`config.mk`:
```
export PLATFORM = sky130hd
export DESIGN_NAME = emp_port
export DESIGN_NICKNAME = d
export VERILOG_FILES = /design/src/common/emp_pkg.sv /design/src/verilog/emp_port.sv /design/src/verilog/emp_sync.sv
export VERILOG_INCLUDE_DIRS = /design/src /design/src/common
export SDC_FILE = /design/constraint.sdc
export NUM_CORES = 1
export LEC_CHECK = 0
export BUFFER_PORTS_ARGS = -buffer_cell sky130_fd_sc_hd__buf_2
export CAP_MARGIN = 20
export CELL_PAD_IN_SITES_DETAIL_PLACEMENT = 0
export CELL_PAD_IN_SITES_GLOBAL_PLACEMENT = 1
export CORE_MARGIN = 5
export CORE_UTILIZATION = 37
export CTS_BUF_LIST = sky130_fd_sc_hd__clkbuf_2
export DETAILED_ROUTE_END_ITERATION = 7
export PLACE_DENSITY_LB_ADDON = 0.1
export SETUP_SLACK_MARGIN = 0.4
export SYNTH_ARGS = -nofsm -noshare
export SYNTH_HDL_FRONTEND = slang
export SYNTH_SLANG_ARGS = --single-unit
```
`constraint.sdc`:
```
create_clock -name mclk_i -period 1.9 [get_ports mclk_i]
set_input_delay 0.095 -clock mclk_i [delete_from_list [all_inputs] [get_ports mclk_i]]
set_output_delay 0.095 -clock mclk_i [all_outputs]
set_load 0.02 [all_outputs]
```
`src/common/emp_defines.svh`:
```
// external memory port constants: widths, timing, reset values
// assumes inclusion by bare name from package and modules
`ifndef EMP_DEFINES_SVH
`define EMP_DEFINES_SVH
`define EMP_ADDR_W 18
`define EMP_DATA_W 24
`define EMP_ATTR_N 4
`define EMP_CLK_MHZ 40
`define EMP_BUS_CLOCK_OUT_LIMIT_MHZ 100
`define EMP_ADDR_RST 18'h00000
`define EMP_DATA_RST 24'h000000
`define EMP_ACK_LAT 1
`endif

```
`src/common/emp_pkg.sv`:
```
// external memory port types
// assumes emp_defines.svh on the include path
`include "emp_defines.svh"
package emp_pkg;
  typedef enum logic [2:0] {
    EMP_IDLE = 3'b001,
    EMP_BUSY = 3'b010,
    EMP_DONE = 3'b100
  } emp_state_e;
endpackage

```
`src/verilog/emp_port.sv`:
```
// external memory port pin logic: address, data, attribute/row strobes, bus clock
// assumes arbitration supplies bus ownership; core supplies accesses and pll settings
`timescale 1ns/10ps
`include "emp_defines.svh"
module emp_port import emp_pkg::*; #(
  parameter int ADDR_W = `EMP_ADDR_W,
  parameter int DATA_W = `EMP_DATA_W,
  parameter int ATTR_N = `EMP_ATTR_N
) (
  input wire logic mclk_i, // core clock 40 mhz
  input wire logic rst_n_i, // async reset, low
  input wire logic bus_owner_i, // granted by arbiter
  input wire logic standby_i, // stop or wait mode
  input wire logic pll_en_i, // pll enabled
  input wire logic pll_unity_i, // mf and df equal one
  input wire logic ref_clock_in_i, // reference clock pin
  input wire logic acc_req_i, // core access request pulse
  input wire logic acc_wr_i, // 1 write, 0 read
  input wire logic [ADDR_W-1:0] acc_addr_i, // access address
  input wire logic [DATA_W-1:0] acc_wdata_i, // write data
  input wire logic [ATTR_N-1:0] attr_sel_i, // attribute lines to assert
  input wire logic [ATTR_N-1:0] attr_ras_mode_i, // 1 row strobe, 0 attribute
  input wire logic [ATTR_N-1:0] attr_pol_i, // 1 active high
  input wire logic transfer_ack_in_i, // ack pin, low active
  input wire logic [DATA_W-1:0] ext_data_in_i, // data pins in
  output logic [ADDR_W-1:0] ext_addr_out_o, // address pins
  output logic ext_addr_oe_n_o, // address enable, low drives
  output logic [DATA_W-1:0] ext_data_out_o, // data pins out
  output logic ext_data_oe_n_o, // data enable, low drives
  output logic [ATTR_N-1:0] addr_attribute_lines_o, // attribute/row strobe pins
  output logic attr_oe_n_o, // attribute enable, low drives
  output logic bus_clock_out_o, // output clock
  output logic acc_done_o, // access complete pulse
  output logic [DATA_W-1:0] acc_rdata_o // read data
);
  emp_state_e st, next_st;
  logic [ADDR_W-1:0] addr, next_addr;
  logic [DATA_W-1:0] wdata, next_wdata, rdata, next_rdata;
  logic [ATTR_N-1:0] attr, next_attr;
  logic wr, next_wr, done, next_done, drv, next_drv, ddrv, next_ddrv;
  logic clk_q, next_clk_q, ack_seen, next_ack_seen;
  logic ack_hi, next_ack_hi;
  logic ref_lvl, ref_rise, ack_lvl;
  logic own;

  emp_sync u_ref (
    .mclk_i(mclk_i),
    .rst_n_i(rst_n_i),
    .async_i(ref_clock_in_i),
    .sync_o(ref_lvl),
    .rise_o(ref_rise),
    .fall_o()
  );
  emp_sync u_ack (
    .mclk_i(mclk_i),
    .rst_n_i(rst_n_i),
    .async_i(transfer_ack_in_i),
    .sync_o(ack_lvl),
    .rise_o(),
    .fall_o()
  );

  // ownership gate; standby forces release
  assign own = bus_owner_i & ~standby_i;

  // access sequencer and pin drive
  always_comb begin
    next_st = st;
    next_addr = addr;
    next_wdata = wdata;
    next_rdata = rdata;
    next_wr = wr;
    next_attr = attr;
    next_done = 1'b0;
    next_ack_seen = ack_seen;
    next_ack_hi = ack_hi;
    case (st)
      EMP_IDLE: begin
        next_attr = ~attr_pol_i; // deasserted level per polarity
        if (acc_req_i && own) begin
          next_st = EMP_BUSY;
          next_addr = acc_addr_i;
          next_wdata = acc_wdata_i;
          next_wr = acc_wr_i;
          next_ack_seen = 1'b0;
          next_ack_hi = 1'b0;
          // attribute or row strobe asserted at chosen polarity
          next_attr = (attr_sel_i & attr_pol_i) | (~attr_sel_i & ~attr_pol_i);
        end
      end
      EMP_BUSY: begin
        // a stale ack left from the last access lags through the synchroniser;
        // only an ack seen released during this access may count
        next_ack_hi = ack_hi | ack_lvl;
        // ack sampled on bus clock rise; finish one period later
        if (ref_rise_bus() && ack_seen) begin
          next_st = EMP_DONE;
          next_rdata = ext_data_in_i;
        end else if (ref_rise_bus() && !ack_lvl && ack_hi) begin
          next_ack_seen = 1'b1;
        end
        if (!own) begin
          next_st = EMP_IDLE;
        end
      end
      EMP_DONE: begin
        next_done = 1'b1;
        next_attr = ~attr_pol_i;
        next_st = EMP_IDLE;
      end
      default: next_st = EMP_IDLE;
    endcase
    next_drv = own;
    next_ddrv = own && wr && (st == EMP_BUSY) && (next_st == EMP_BUSY);
  end

  // bus clock rise: core phase with pll on and not unity, reference level rise with unity pll, every second reference rise without pll
  function automatic logic ref_rise_bus();
    ref_rise_bus = next_clk_q & ~clk_q;
  endfunction

  // output clock: toggle per core cycle with pll unless unity (then follows reference level), per reference rise without
  always_comb begin
    if (pll_en_i) begin
      next_clk_q = pll_unity_i ? ref_lvl : ~clk_q;
    end else begin
      next_clk_q = ref_rise ? ~clk_q : clk_q; // half reference
    end
  end
  // bus clock is held to at most half the core rate; 20 mhz stays below the limit

  always_ff @(posedge mclk_i or negedge rst_n_i) begin
    if (!rst_n_i) begin
      st <= EMP_IDLE;
      addr <= ADDR_W'(`EMP_ADDR_RST);
      wdata <= DATA_W'(`EMP_DATA_RST);
      rdata <= DATA_W'(`EMP_DATA_RST);
      wr <= 1'b0;
      attr <= '0;
      done <= 1'b0;
      drv <= 1'b0;
      ddrv <= 1'b0;
      clk_q <= 1'b0;
      ack_seen <= 1'b0;
      ack_hi <= 1'b0;
    end else begin
      st <= next_st;
      addr <= next_addr;
      wdata <= next_wdata;
      rdata <= next_rdata;
      wr <= next_wr;
      attr <= next_attr;
      done <= next_done;
      drv <= next_drv;
      ddrv <= next_ddrv;
      clk_q <= next_clk_q;
      ack_seen <= next_ack_seen;
      ack_hi <= next_ack_hi;
    end
  end

  assign ext_addr_out_o = addr;
  assign ext_addr_oe_n_o = ~drv;
  assign ext_data_out_o = wdata;
  assign ext_data_oe_n_o = ~ddrv;
  assign addr_attribute_lines_o = attr;
  assign attr_oe_n_o = ~drv;
  assign bus_clock_out_o = clk_q;
  assign acc_done_o = done;
  assign acc_rdata_o = rdata;

  // checks
  AST_STANDBY_FLOAT: assert property (@(posedge mclk_i) disable iff (!rst_n_i)
    standby_i |=> ext_addr_oe_n_o && ext_data_oe_n_o && attr_oe_n_o)
    else $error("port driven in standby");
  AST_OWN_DRIVE: assert property (@(posedge mclk_i) disable iff (!rst_n_i)
    (bus_owner_i && !standby_i) |=> !ext_addr_oe_n_o)
    else $error("address not driven while owner");
  AST_ADDR_HOLD: assert property (@(posedge mclk_i) disable iff (!rst_n_i)
    (st == EMP_IDLE && !acc_req_i) |=> $stable(ext_addr_out_o))
    else $error("address toggled while idle");
  AST_DATA_OWN: assert property (@(posedge mclk_i) disable iff (!rst_n_i)
    !ext_data_oe_n_o |-> $past(bus_owner_i))
    else $error("data driven without ownership");
  AST_ATTR_POL: assert property (@(posedge mclk_i) disable iff (!rst_n_i)
    (st == EMP_IDLE && $past(st) == EMP_IDLE) |-> attr == ~$past(attr_pol_i))
    else $error("attribute idle level wrong");
  AST_ATTR_ASSERT: assert property (@(posedge mclk_i) disable iff (!rst_n_i)
    (st == EMP_IDLE && acc_req_i && own) |=>
    attr == (($past(attr_sel_i) & $past(attr_pol_i)) |
    (~$past(attr_sel_i) & ~$past(attr_pol_i))))
    else $error("attribute strobe level wrong");
  AST_RAS_HOLD: assert property (@(posedge mclk_i) disable iff (!rst_n_i)
    (st == EMP_BUSY && $past(st) == EMP_BUSY) |->
    ((attr ^ $past(attr)) & attr_ras_mode_i) == '0)
    else $error("row strobe moved during access");
  AST_HALF_REF: assert property (@(posedge mclk_i) disable iff (!rst_n_i)
    (!pll_en_i && ref_rise) |=> bus_clock_out_o != $past(bus_clock_out_o))
    else $error("bus clock missed reference edge");
  AST_CORE_PHASE: assert property (@(posedge mclk_i) disable iff (!rst_n_i)
    (pll_en_i && !pll_unity_i) |=> bus_clock_out_o != $past(bus_clock_out_o))
    else $error("bus clock not at core phase");
  AST_ACK_DONE: assert property (@(posedge mclk_i) disable iff (!rst_n_i)
    (st == EMP_DONE) |=> acc_done_o && st == EMP_IDLE)
    else $error("done pulse missing");
  AST_DONE_ON_RISE: assert property (@(posedge mclk_i) disable iff (!rst_n_i)
    $rose(st == EMP_DONE) |-> $rose(bus_clock_out_o))
    else $error("cycle ended off a bus clock rise");
  COV_ABORT: cover property (@(posedge mclk_i) disable iff (!rst_n_i)
    st == EMP_BUSY ##1 (st == EMP_IDLE && !acc_done_o));
  COV_READ: cover property (@(posedge mclk_i) disable iff (!rst_n_i)
    acc_done_o && !wr);
  COV_WRITE: cover property (@(posedge mclk_i) disable iff (!rst_n_i)
    acc_done_o && wr);
  COV_STANDBY: cover property (@(posedge mclk_i) disable iff (!rst_n_i)
    st == EMP_BUSY ##1 standby_i);
endmodule

```
`src/verilog/emp_sync.sv`:
```
// three-flop synchroniser with agreement of last two stages
// assumes a single clock and asynchronous active-low reset
`timescale 1ns/10ps
module emp_sync (
  input wire logic mclk_i, // core clock
  input wire logic rst_n_i, // async reset, low
  input wire logic async_i, // pin input
  output logic sync_o, // filtered level
  output logic rise_o, // one-cycle rise pulse
  output logic fall_o // one-cycle fall pulse
);
  logic [2:0] stg;
  logic [2:0] next_stg;
  logic lvl;
  logic next_lvl;
  // shift and accept when stages two and three agree
  always_comb begin
    next_stg = {stg[1:0], async_i};
    next_lvl = (stg[2] == stg[1]) ? stg[2] : lvl;
  end
  always_ff @(posedge mclk_i or negedge rst_n_i) begin
    if (!rst_n_i) begin
      stg <= 3'h0;
      lvl <= 1'b0;
    end else begin
      stg <= next_stg;
      lvl <= next_lvl;
    end
  end
  assign sync_o = lvl;
  assign rise_o = next_lvl & ~lvl;
  assign fall_o = ~next_lvl & lvl;
endmodule

```
==> summary.md, run 1 <==
| Metric | Value |
|---|---|
| Core area | 9150 um^2 |
| RSZ-0062 raised after global routing | yes |
| Via density | 4.55 |
| Share of power burned in registers | 0.544 |
| Worst-skew pair later-pin latency | 0.50 ns |
| Worst Path Class, Setup | register to register |
| Clock Power Share | 0.189 |
| Fraction of layout cells with a size suffix above 1 | 0.562 |
| Setup violations, final | 0 |
| Synth area leader | dfrtp_1 |
| ANT cells | 0 |
| Clock buffer depth | 2 |
| Drt first pass iters | 6 |
| Max Clock Freq | 581 MHz |
| Syn Area/Cell | about 16 um^2 |
| Post-synth top flop | dfrtp_1 |
| Vias in the first global route | between 2000 and 3000 |
| # Max-Cap Violations | 0 |
| Starting Density | 0.376 |
| Reg2reg setup slack | 0.18 ns |
| Worst Setup SP | u_ref.sync_o |
| Clk pin slew, worst setup/hold paths | around 0.24 ns |
| Min-Delay Path Class | primary input to asynchronous set/reset pin |
| Clk_skew | 0.0316 ns |
| Final net count | 549 |
| Slew margin rel. | 0.638 |
| Final worst setup slack | 0.178 ns |
| Switch Pwr | 1290 uW |
| Leak | 0.00267 uW |
| Final instance area | 5360 um^2 |
| Syn Std Cell Area | 3440 um^2 |
| WL final | 8910 um |
| Clk root buf | clkbuf_2 |
| Worst r2r src | u_ref.sync_o |
| Tcrit/Tclk final | 0.906 |
| Ys async rst share | 1.00 |
| CTS tree | done |
| Hold Fails Final Rpt | 0 |
| CP Launch Type | register |
| Vias | approximately 2600 |
| Netlist cell types | 28 |
| DR WL/cell | between 15 and 20 um |
| Comb power frac | 0.267 |
| CTS sink count | 88 |
| Worst vdd ir | ~0.40 mV |
| Post-DP HPWL | 5780 um |
| Worst-path fanout max | 6 |
| Initial antenna violation count | 0 |
| Post-DP Area | around 4400 um^2 |
| Layout fillers | 771 |
| Worst slack, placed | roughly 0.23 ns |
| Layout area overhead | 55.7% |
| Seq/Total Area, Yosys | 0.641 |
| 1st-iter DRT viols | 86 |
| # DRC | 0 |
| H-tree levels | 3 |
| Synth Instances | ~210 |
| Num rows | 35 |
| Die W | ~110 um |
| Flops & latches, synth | slightly below 90 |
| PwrDens | 765 nW/um^2 |
| Port Buffers | 158 |
| Worst Tran Pin Value | 0.543 ns |
| Final Util | 0.585 |
| Sw Share | 0.316 |
| RR Endpoint | acc_rdata_o[6] |
| Worst R2R Path Depth | 5 |
| ANT nets after route | 0 |
| I/O pin cnt | 163 |
| Slew Viols, Final | 0 |
| Grt total ovfl | 0 |
| Worst Setup End Kind | register |
| Outcome | finished, final reports clean |
| Die footprint | 11300 um^2 |
| Setup TNS | 0 ns |
| Synth Warn # | 0 |
| Post-synth top cells | dfrtp_1 (87), mux2_2 (51), mux2_4 (20) |
| Die H | between 100 and 150 um |
| Ranking of synthesized cells by area | dfrtp_1 (63%), mux2_2 (17%), mux2_4 (8.7%), buf_12 (1.2%), xor2_1 (1.0%) |
| Total track usage | 0.154 |
| Crit path capture | acc_rdata_o[6] |
| Final Critical Period | between 1.5 and 2 ns |
| Yosys top cell area share | 0.633 |
| Cts bufs inserted | 9 |
| First-pass GRT wire length | 13900 um |
| RePlAce Congestion | 0.711 |
| Most frequent cell after synthesis | dfrtp_1 |
| Post-synth EDFFs | 0 |
| Data required, critical path | 2.29 ns |
| Internal Pwr Total | 2800 uW |
| Largest net degree at the start of global routing | 49 |
| Worst Hold Margin | 0.0720 ns |
| Syn nets | 299 |
| Crit path DAT | 2.11 ns |
[flip-flops by register name, summed over array words and instances, names as in the netlist, 3 cells and up]
signal / count
acc_rdata_o: 24
addr_attribute_lines_o: 4
ext_addr_out_o: 18
ext_data_out_o: 24
st: 3
u_ack.stg: 3
u_ref.stg: 3
[critical path, stage by stage (launching register included)]
cell and delay [ns]:
dfrtp_1 0.47, nand2b_1 0.16, a32oi_2 0.21, and4bb_4 0.31
clkbuf_16 0.17, mux2_4 0.29
[area by class of cell]
| cell class | instances | area, um^2 | area share |
|---|---|---|---|
| Clock inverter | 6 | 36.3 | 0.00678 |
| Timing Repair Buffer | 248 | 1740 | 0.324 |
| Sequential cell | 88 | 2200 | 0.411 |
| Multi-Input combinational cell | 111 | 1180 | 0.220 |
| Tap cell | 111 | 139 | 0.0259 |
| Clock buffer | 10 | 50.0 | 0.00935 |
| Inverter | 3 | 11.3 | 0.00210 |
[how the worst min path moves through the flow]
stage / startpoint / endpoint / slack [ns] / cells after the start
detailed placement: rst_n_i / acc_rdata_o[0] / 0.12 / 1
finish: rst_n_i / acc_rdata_o[0] / 0.07 / 2
floorplan: rst_n_i / acc_done_o / -0.20 / 0
global route: attr_sel_i[0] / addr_attribute_lines_o[0] / 0.03 / 4
CTS: attr_sel_i[1] / addr_attribute_lines_o[1] / 0.006 / 4
global placement: rst_n_i / acc_rdata_o[0] / 0.11 / 1
[cell families (layout without fill, tap and decap cells)]
kind of cell / Yosys count / in the layout / synth area share
flops: 88 / 88 / 0.641
mux: 71 / 71 / 0.254
fa+ha+maj: 2 / 2 / 0.00582
compound gates: 8 / 8 / 0.0160
simple gates: 25 / 25 / 0.0426
xor+xnor: 5 / 5 / 0.0127
buf+inv: 12 / 267 / 0.0277
[through the flow]
stage          total power (uW)  instances
6_report                   4100        577
5_1_grt                    4350        577
4_1_cts                    4170        573
3_5_place_dp               3230        476
3_3_place_gp               3210        476
2_1_floorplan              2800        211
[power by group through the flow]
stage | Sequential [uW] | Clock [uW] | Combinational, uW
floorplan | 2540 | 0 | 256
global placement | 2250 | 0 | 957
detailed placement | 2260 | 0 | 966
CTS | 2230 | 836 | 1100
global route | 2270 | 903 | 1180
finish | 2230 | 774 | 1090
[cell usage in the layout (no fill, tap or decap), drive strengths merged]
master,Yosys,final
buf,9,166
dfrtp,87,87
dlygate4sd3,0,80
mux2,71,71
clkbuf,0,12
nand3,6,6
nor2,5,5
nand2,4,4
xor2,4,4
clkinv,0,4
inv,3,3
o21ai,3,3
nor3b,3,3
nor2b,2,2
maj3,2,2
clkinvlp,0,2
a32oi,2,2
and3b,1,1
and2,1,1
or3b,1,1
nand2b,1,1
o221a,1,1
and4bb,1,1
xnor2,1,1
a21oi,1,1
a31oi,1,1
dfstp,1,1
[timing repair]
item,CTS,global route
pin swaps,0,3
hold buffers,80,0
setup buffers,1,1
gates resized for setup,1,10
setup endpoints to repair,28,55
gates cloned,0,3
hold endpoints to repair,168,0
[layer usage]
layer	GRT usage	wire length [um]
met5	0	0
met1	0.182	3630
met4	0.0685	161
met3	0.0370	546
met2	0.266	4570
Note: power is estimated with default switching activity, not from simulation.
==> inputs of run 2 (changes only) <==
--- a/config.mk
+++ b/config.mk
@@ -11,9 +11,10 @@
 export CELL_PAD_IN_SITES_DETAIL_PLACEMENT = 0
 export CELL_PAD_IN_SITES_GLOBAL_PLACEMENT = 1
 export CORE_MARGIN = 5
-export CORE_UTILIZATION = 37
+export CORE_UTILIZATION = 34
 export CTS_BUF_LIST = sky130_fd_sc_hd__clkbuf_2
 export DETAILED_ROUTE_END_ITERATION = 7
+export GPL_TIMING_DRIVEN = 0
 export PLACE_DENSITY_LB_ADDON = 0.1
 export SETUP_SLACK_MARGIN = 0.4
 export SYNTH_ARGS = -nofsm -noshare
==> constraint.sdc (replaced) <==
create_clock -name mclk_i -period 1.55 [get_ports mclk_i]
set_input_delay 0.0775 -clock mclk_i [delete_from_list [all_inputs] [get_ports mclk_i]]
set_output_delay 0.0775 -clock mclk_i [all_outputs]
set_load 0.02 [all_outputs]
==> run 2 against run 1 <==
Against the previous run: the flow now finishes with violations (negative setup slack); sequential share of layout area down 7.3 points; clock power up 42%; cell count up 11%; global-route usage up 1.2 points; routed wire length up 14%; register-to-register slack worse by 0.34 ns; critical path type unchanged; largest cell class is now non-clock buffers; largest power group unchanged.
==> summary.md, run 2 (synthesis gave the netlist of run 1 again) <==
| Metric | Value |
|---|---|
| CTS tree | done |
| Outcome | finished with violations |
| Final worst setup slack | -0.161 ns (-0.339 ns) |
| Most common cell after layout, fill and taps aside | dfrtp_1 |
| Final Instance Count excl. Fillers | 638 (+11%) |
| Die H | 111 um (+3.9%) |
| Layout fillers | 730 (-5.3%) |
| 1st-iter DRT viols | 84 (-2.3%) |
| Port Buffers | 158 (unchanged) |
| # DRC | 0 (unchanged) |
| Initial antenna violation count | 0 (unchanged) |
| Clock buffer depth | 2 (unchanged) |
| Leak | 0.00327 uW (+22%) |
| Final instance area | 6520 um^2 (+22%) |
| Drt first pass iters | 4 (-2) |
| First-pass GRT wire length | 16600 um (+19%) |
| CTS sink count | 88 (unchanged) |
| Min-Delay Path Class | primary input to asynchronous set/reset pin |
| Num rows | 36 (+2.9%) |
| Total track usage | 0.167 (+0.0124) |
| Final Util | 0.664 (+0.0786) |
| Fraction of layout cells with a size suffix above 1 | 0.626 (+0.0635) |
| Hold Fails Final Rpt | 0 (unchanged) |
| WL final | 10100 um (+14%) |
| Crit path DAT | 2.10 ns (about the same) |
| Slew margin rel. | 0.722 (+0.0842) |
| H-tree levels | 3 (unchanged) |
| Clk pin slew, worst setup/hold paths | 0.21 ns (-0.03 ns) |
| Clk_skew | 0.0290 ns (-0.00264 ns) |
| Die footprint | 12200 um^2 (+8.0%) |
| Vias in the first global route | 3175 (+10%) |
| Worst-path fanout max | 5 (-1) |
| Max Clock Freq | 584 MHz (+0.63%) |
| DR WL/cell | 15.9 um (+3.0%) |
| Worst Setup End Kind | register |
| Via density | 4.44 (-2.4%) |
| Commonest non-fill, non-tap cells in the layout | dfrtp_1 (86), buf_6 (84), buf_2 (83) |
| Worst vdd ir | 0.556 mV (+40%) |
| # Max-Cap Violations | 0 (unchanged) |
| Worst-skew pair later-pin latency | 0.50 ns (about the same) |
| Worst Hold Margin | 0.0270 ns (-0.0451 ns) |
| ANT cells | 0 (unchanged) |
| RePlAce Congestion | 0.689 (-3.0%) |
| Die W | 111 um (+3.9%) |
| Final Critical Period | 1.71 ns (-0.0108 ns) |
| Post-DP HPWL | 5810 um (+0.64%) |
| Final net count | 590 (+7.5%) |
| Slew Viols, Final | 0 (unchanged) |
| CP Launch Type | register |
| Vias | 2832 (+8.0%) |
| RSZ-0062 raised after global routing | yes |
| PwrDens | 899 nW/um^2 (+17%) |
| Clk root buf | clkbuf_2 |
| Failing checks | negative setup slack |
| Worst Path Class, Setup | register to register |
| Grt total ovfl | 0 (unchanged) |
| I/O pin cnt | 163 (unchanged) |
| Setup violations, final | 34 (+34) |
| Cts bufs inserted | 9 (unchanged) |
| Starting Density | 0.350 (-0.0255) |
| ANT nets after route | 0 (unchanged) |
| Core area | 9820 um^2 (+7.3%) |
| Largest net degree at the start of global routing | 60 (+22%) |
| Cell Count Post-Placement | 503 (+5.7%) |
| Tcrit/Tclk final | 1.10 (+0.198) |
| Overall power | 5860 uW (+43%) |
| Data required, critical path | 1.94 ns (-0.35 ns) |
| Layout area overhead | 89.6% |
| Worst Tran Pin Value | 0.416 ns (-0.126 ns) |
| Post-DP Area | 4490 um^2 (+3.1%) |
-- run 2: cell count changes in the layout (fill, tap and decap cells not counted), sizes merged --
cell | previous run | this run
dlygate4sd3 | 80 | 82
clkinvlp | 2 | 1
clkinv | 4 | 2
bufinv | 0 | 1
buf | 166 | 206
clkbuf | 12 | 10
nand3 | 6 | 7
-- run 2: worst max-delay path, stage by stage (launching register included) --
cell	delay, ns
dfrtp_1	0.47
nand2b_4	0.16
a32oi_2	0.18
and4bb_1	0.25
buf_6	0.14
buf_12	0.13
mux2_4	0.29
-- run 2: timing repair --
item / in CTS / in global routing
setup buffers: 22 / 12
pin swaps: 4 / 1
gates cloned: 5 / 0
gates resized for setup: 215 / 3
hold endpoints to repair: 167 / 17
setup endpoints to repair: 151 / 152
hold buffers: 81 / 1
-- run 2: power by group --
group	leakage, uW	switching, uW	internal (uW)	total, uW
combinational	0.00210	761	1170	1930
sequential	0.00110	231	2590	2820
clock	0.0000636	744	357	1100
-- run 2: final timing paths --
path	startpoint	endpoint	slack, ns	cells after the start
min in group mclk_i	pll_unity_i	ack_seen	0.11	5
worst min register to register	u_ack.stg[0]	u_ack.stg[1]	0.38	0
worst min-delay path	rst_n_i	bus_clock_out_o	0.03	2
max in group asynchronous	rst_n_i	acc_rdata_o[14]	0.92	3
worst max-delay path	u_ref.sync_o	acc_rdata_o[19]	-0.16	6
worst max register to register	u_ref.sync_o	acc_rdata_o[19]	-0.16	6
-- run 2: per-stage QoR --
stage | setup TNS (ns) | worst slack [ns]
floorplan | -1.25 | -0.0623
global placement | -44.75 | -0.477
detailed placement | -4.08 | -0.206
CTS | -3.68 | -0.177
global route | -6.46 | -0.236
finish | -3.57 | -0.161
-- run 2: cell type report --
class,instances,area (um^2),share of cell area
repair buffers,279,2520,0.387
multi-input cells,112,1390,0.213
clock inverters,4,47.5,0.00730
inverters,3,11.3,0.00173
well taps,133,166,0.0255
flip-flops and latches,88,2200,0.338
plain buffers,9,124,0.0190
clock buffers,10,50.0,0.00768
-- run 2: metal layers --
layer | share of wire | global-route usage | up-vias | routed length [um]
met5 | 0 | 0 | - | 0
met4 | 0.024 | 0.0640 | 0 | 248
met3 | 0.058 | 0.0476 | 19 | 587
met2 | 0.51 | 0.287 | 102 | 5210
met1 | 0.40 | 0.197 | 1384 | 4100
li1 | - | - | 1327 | -
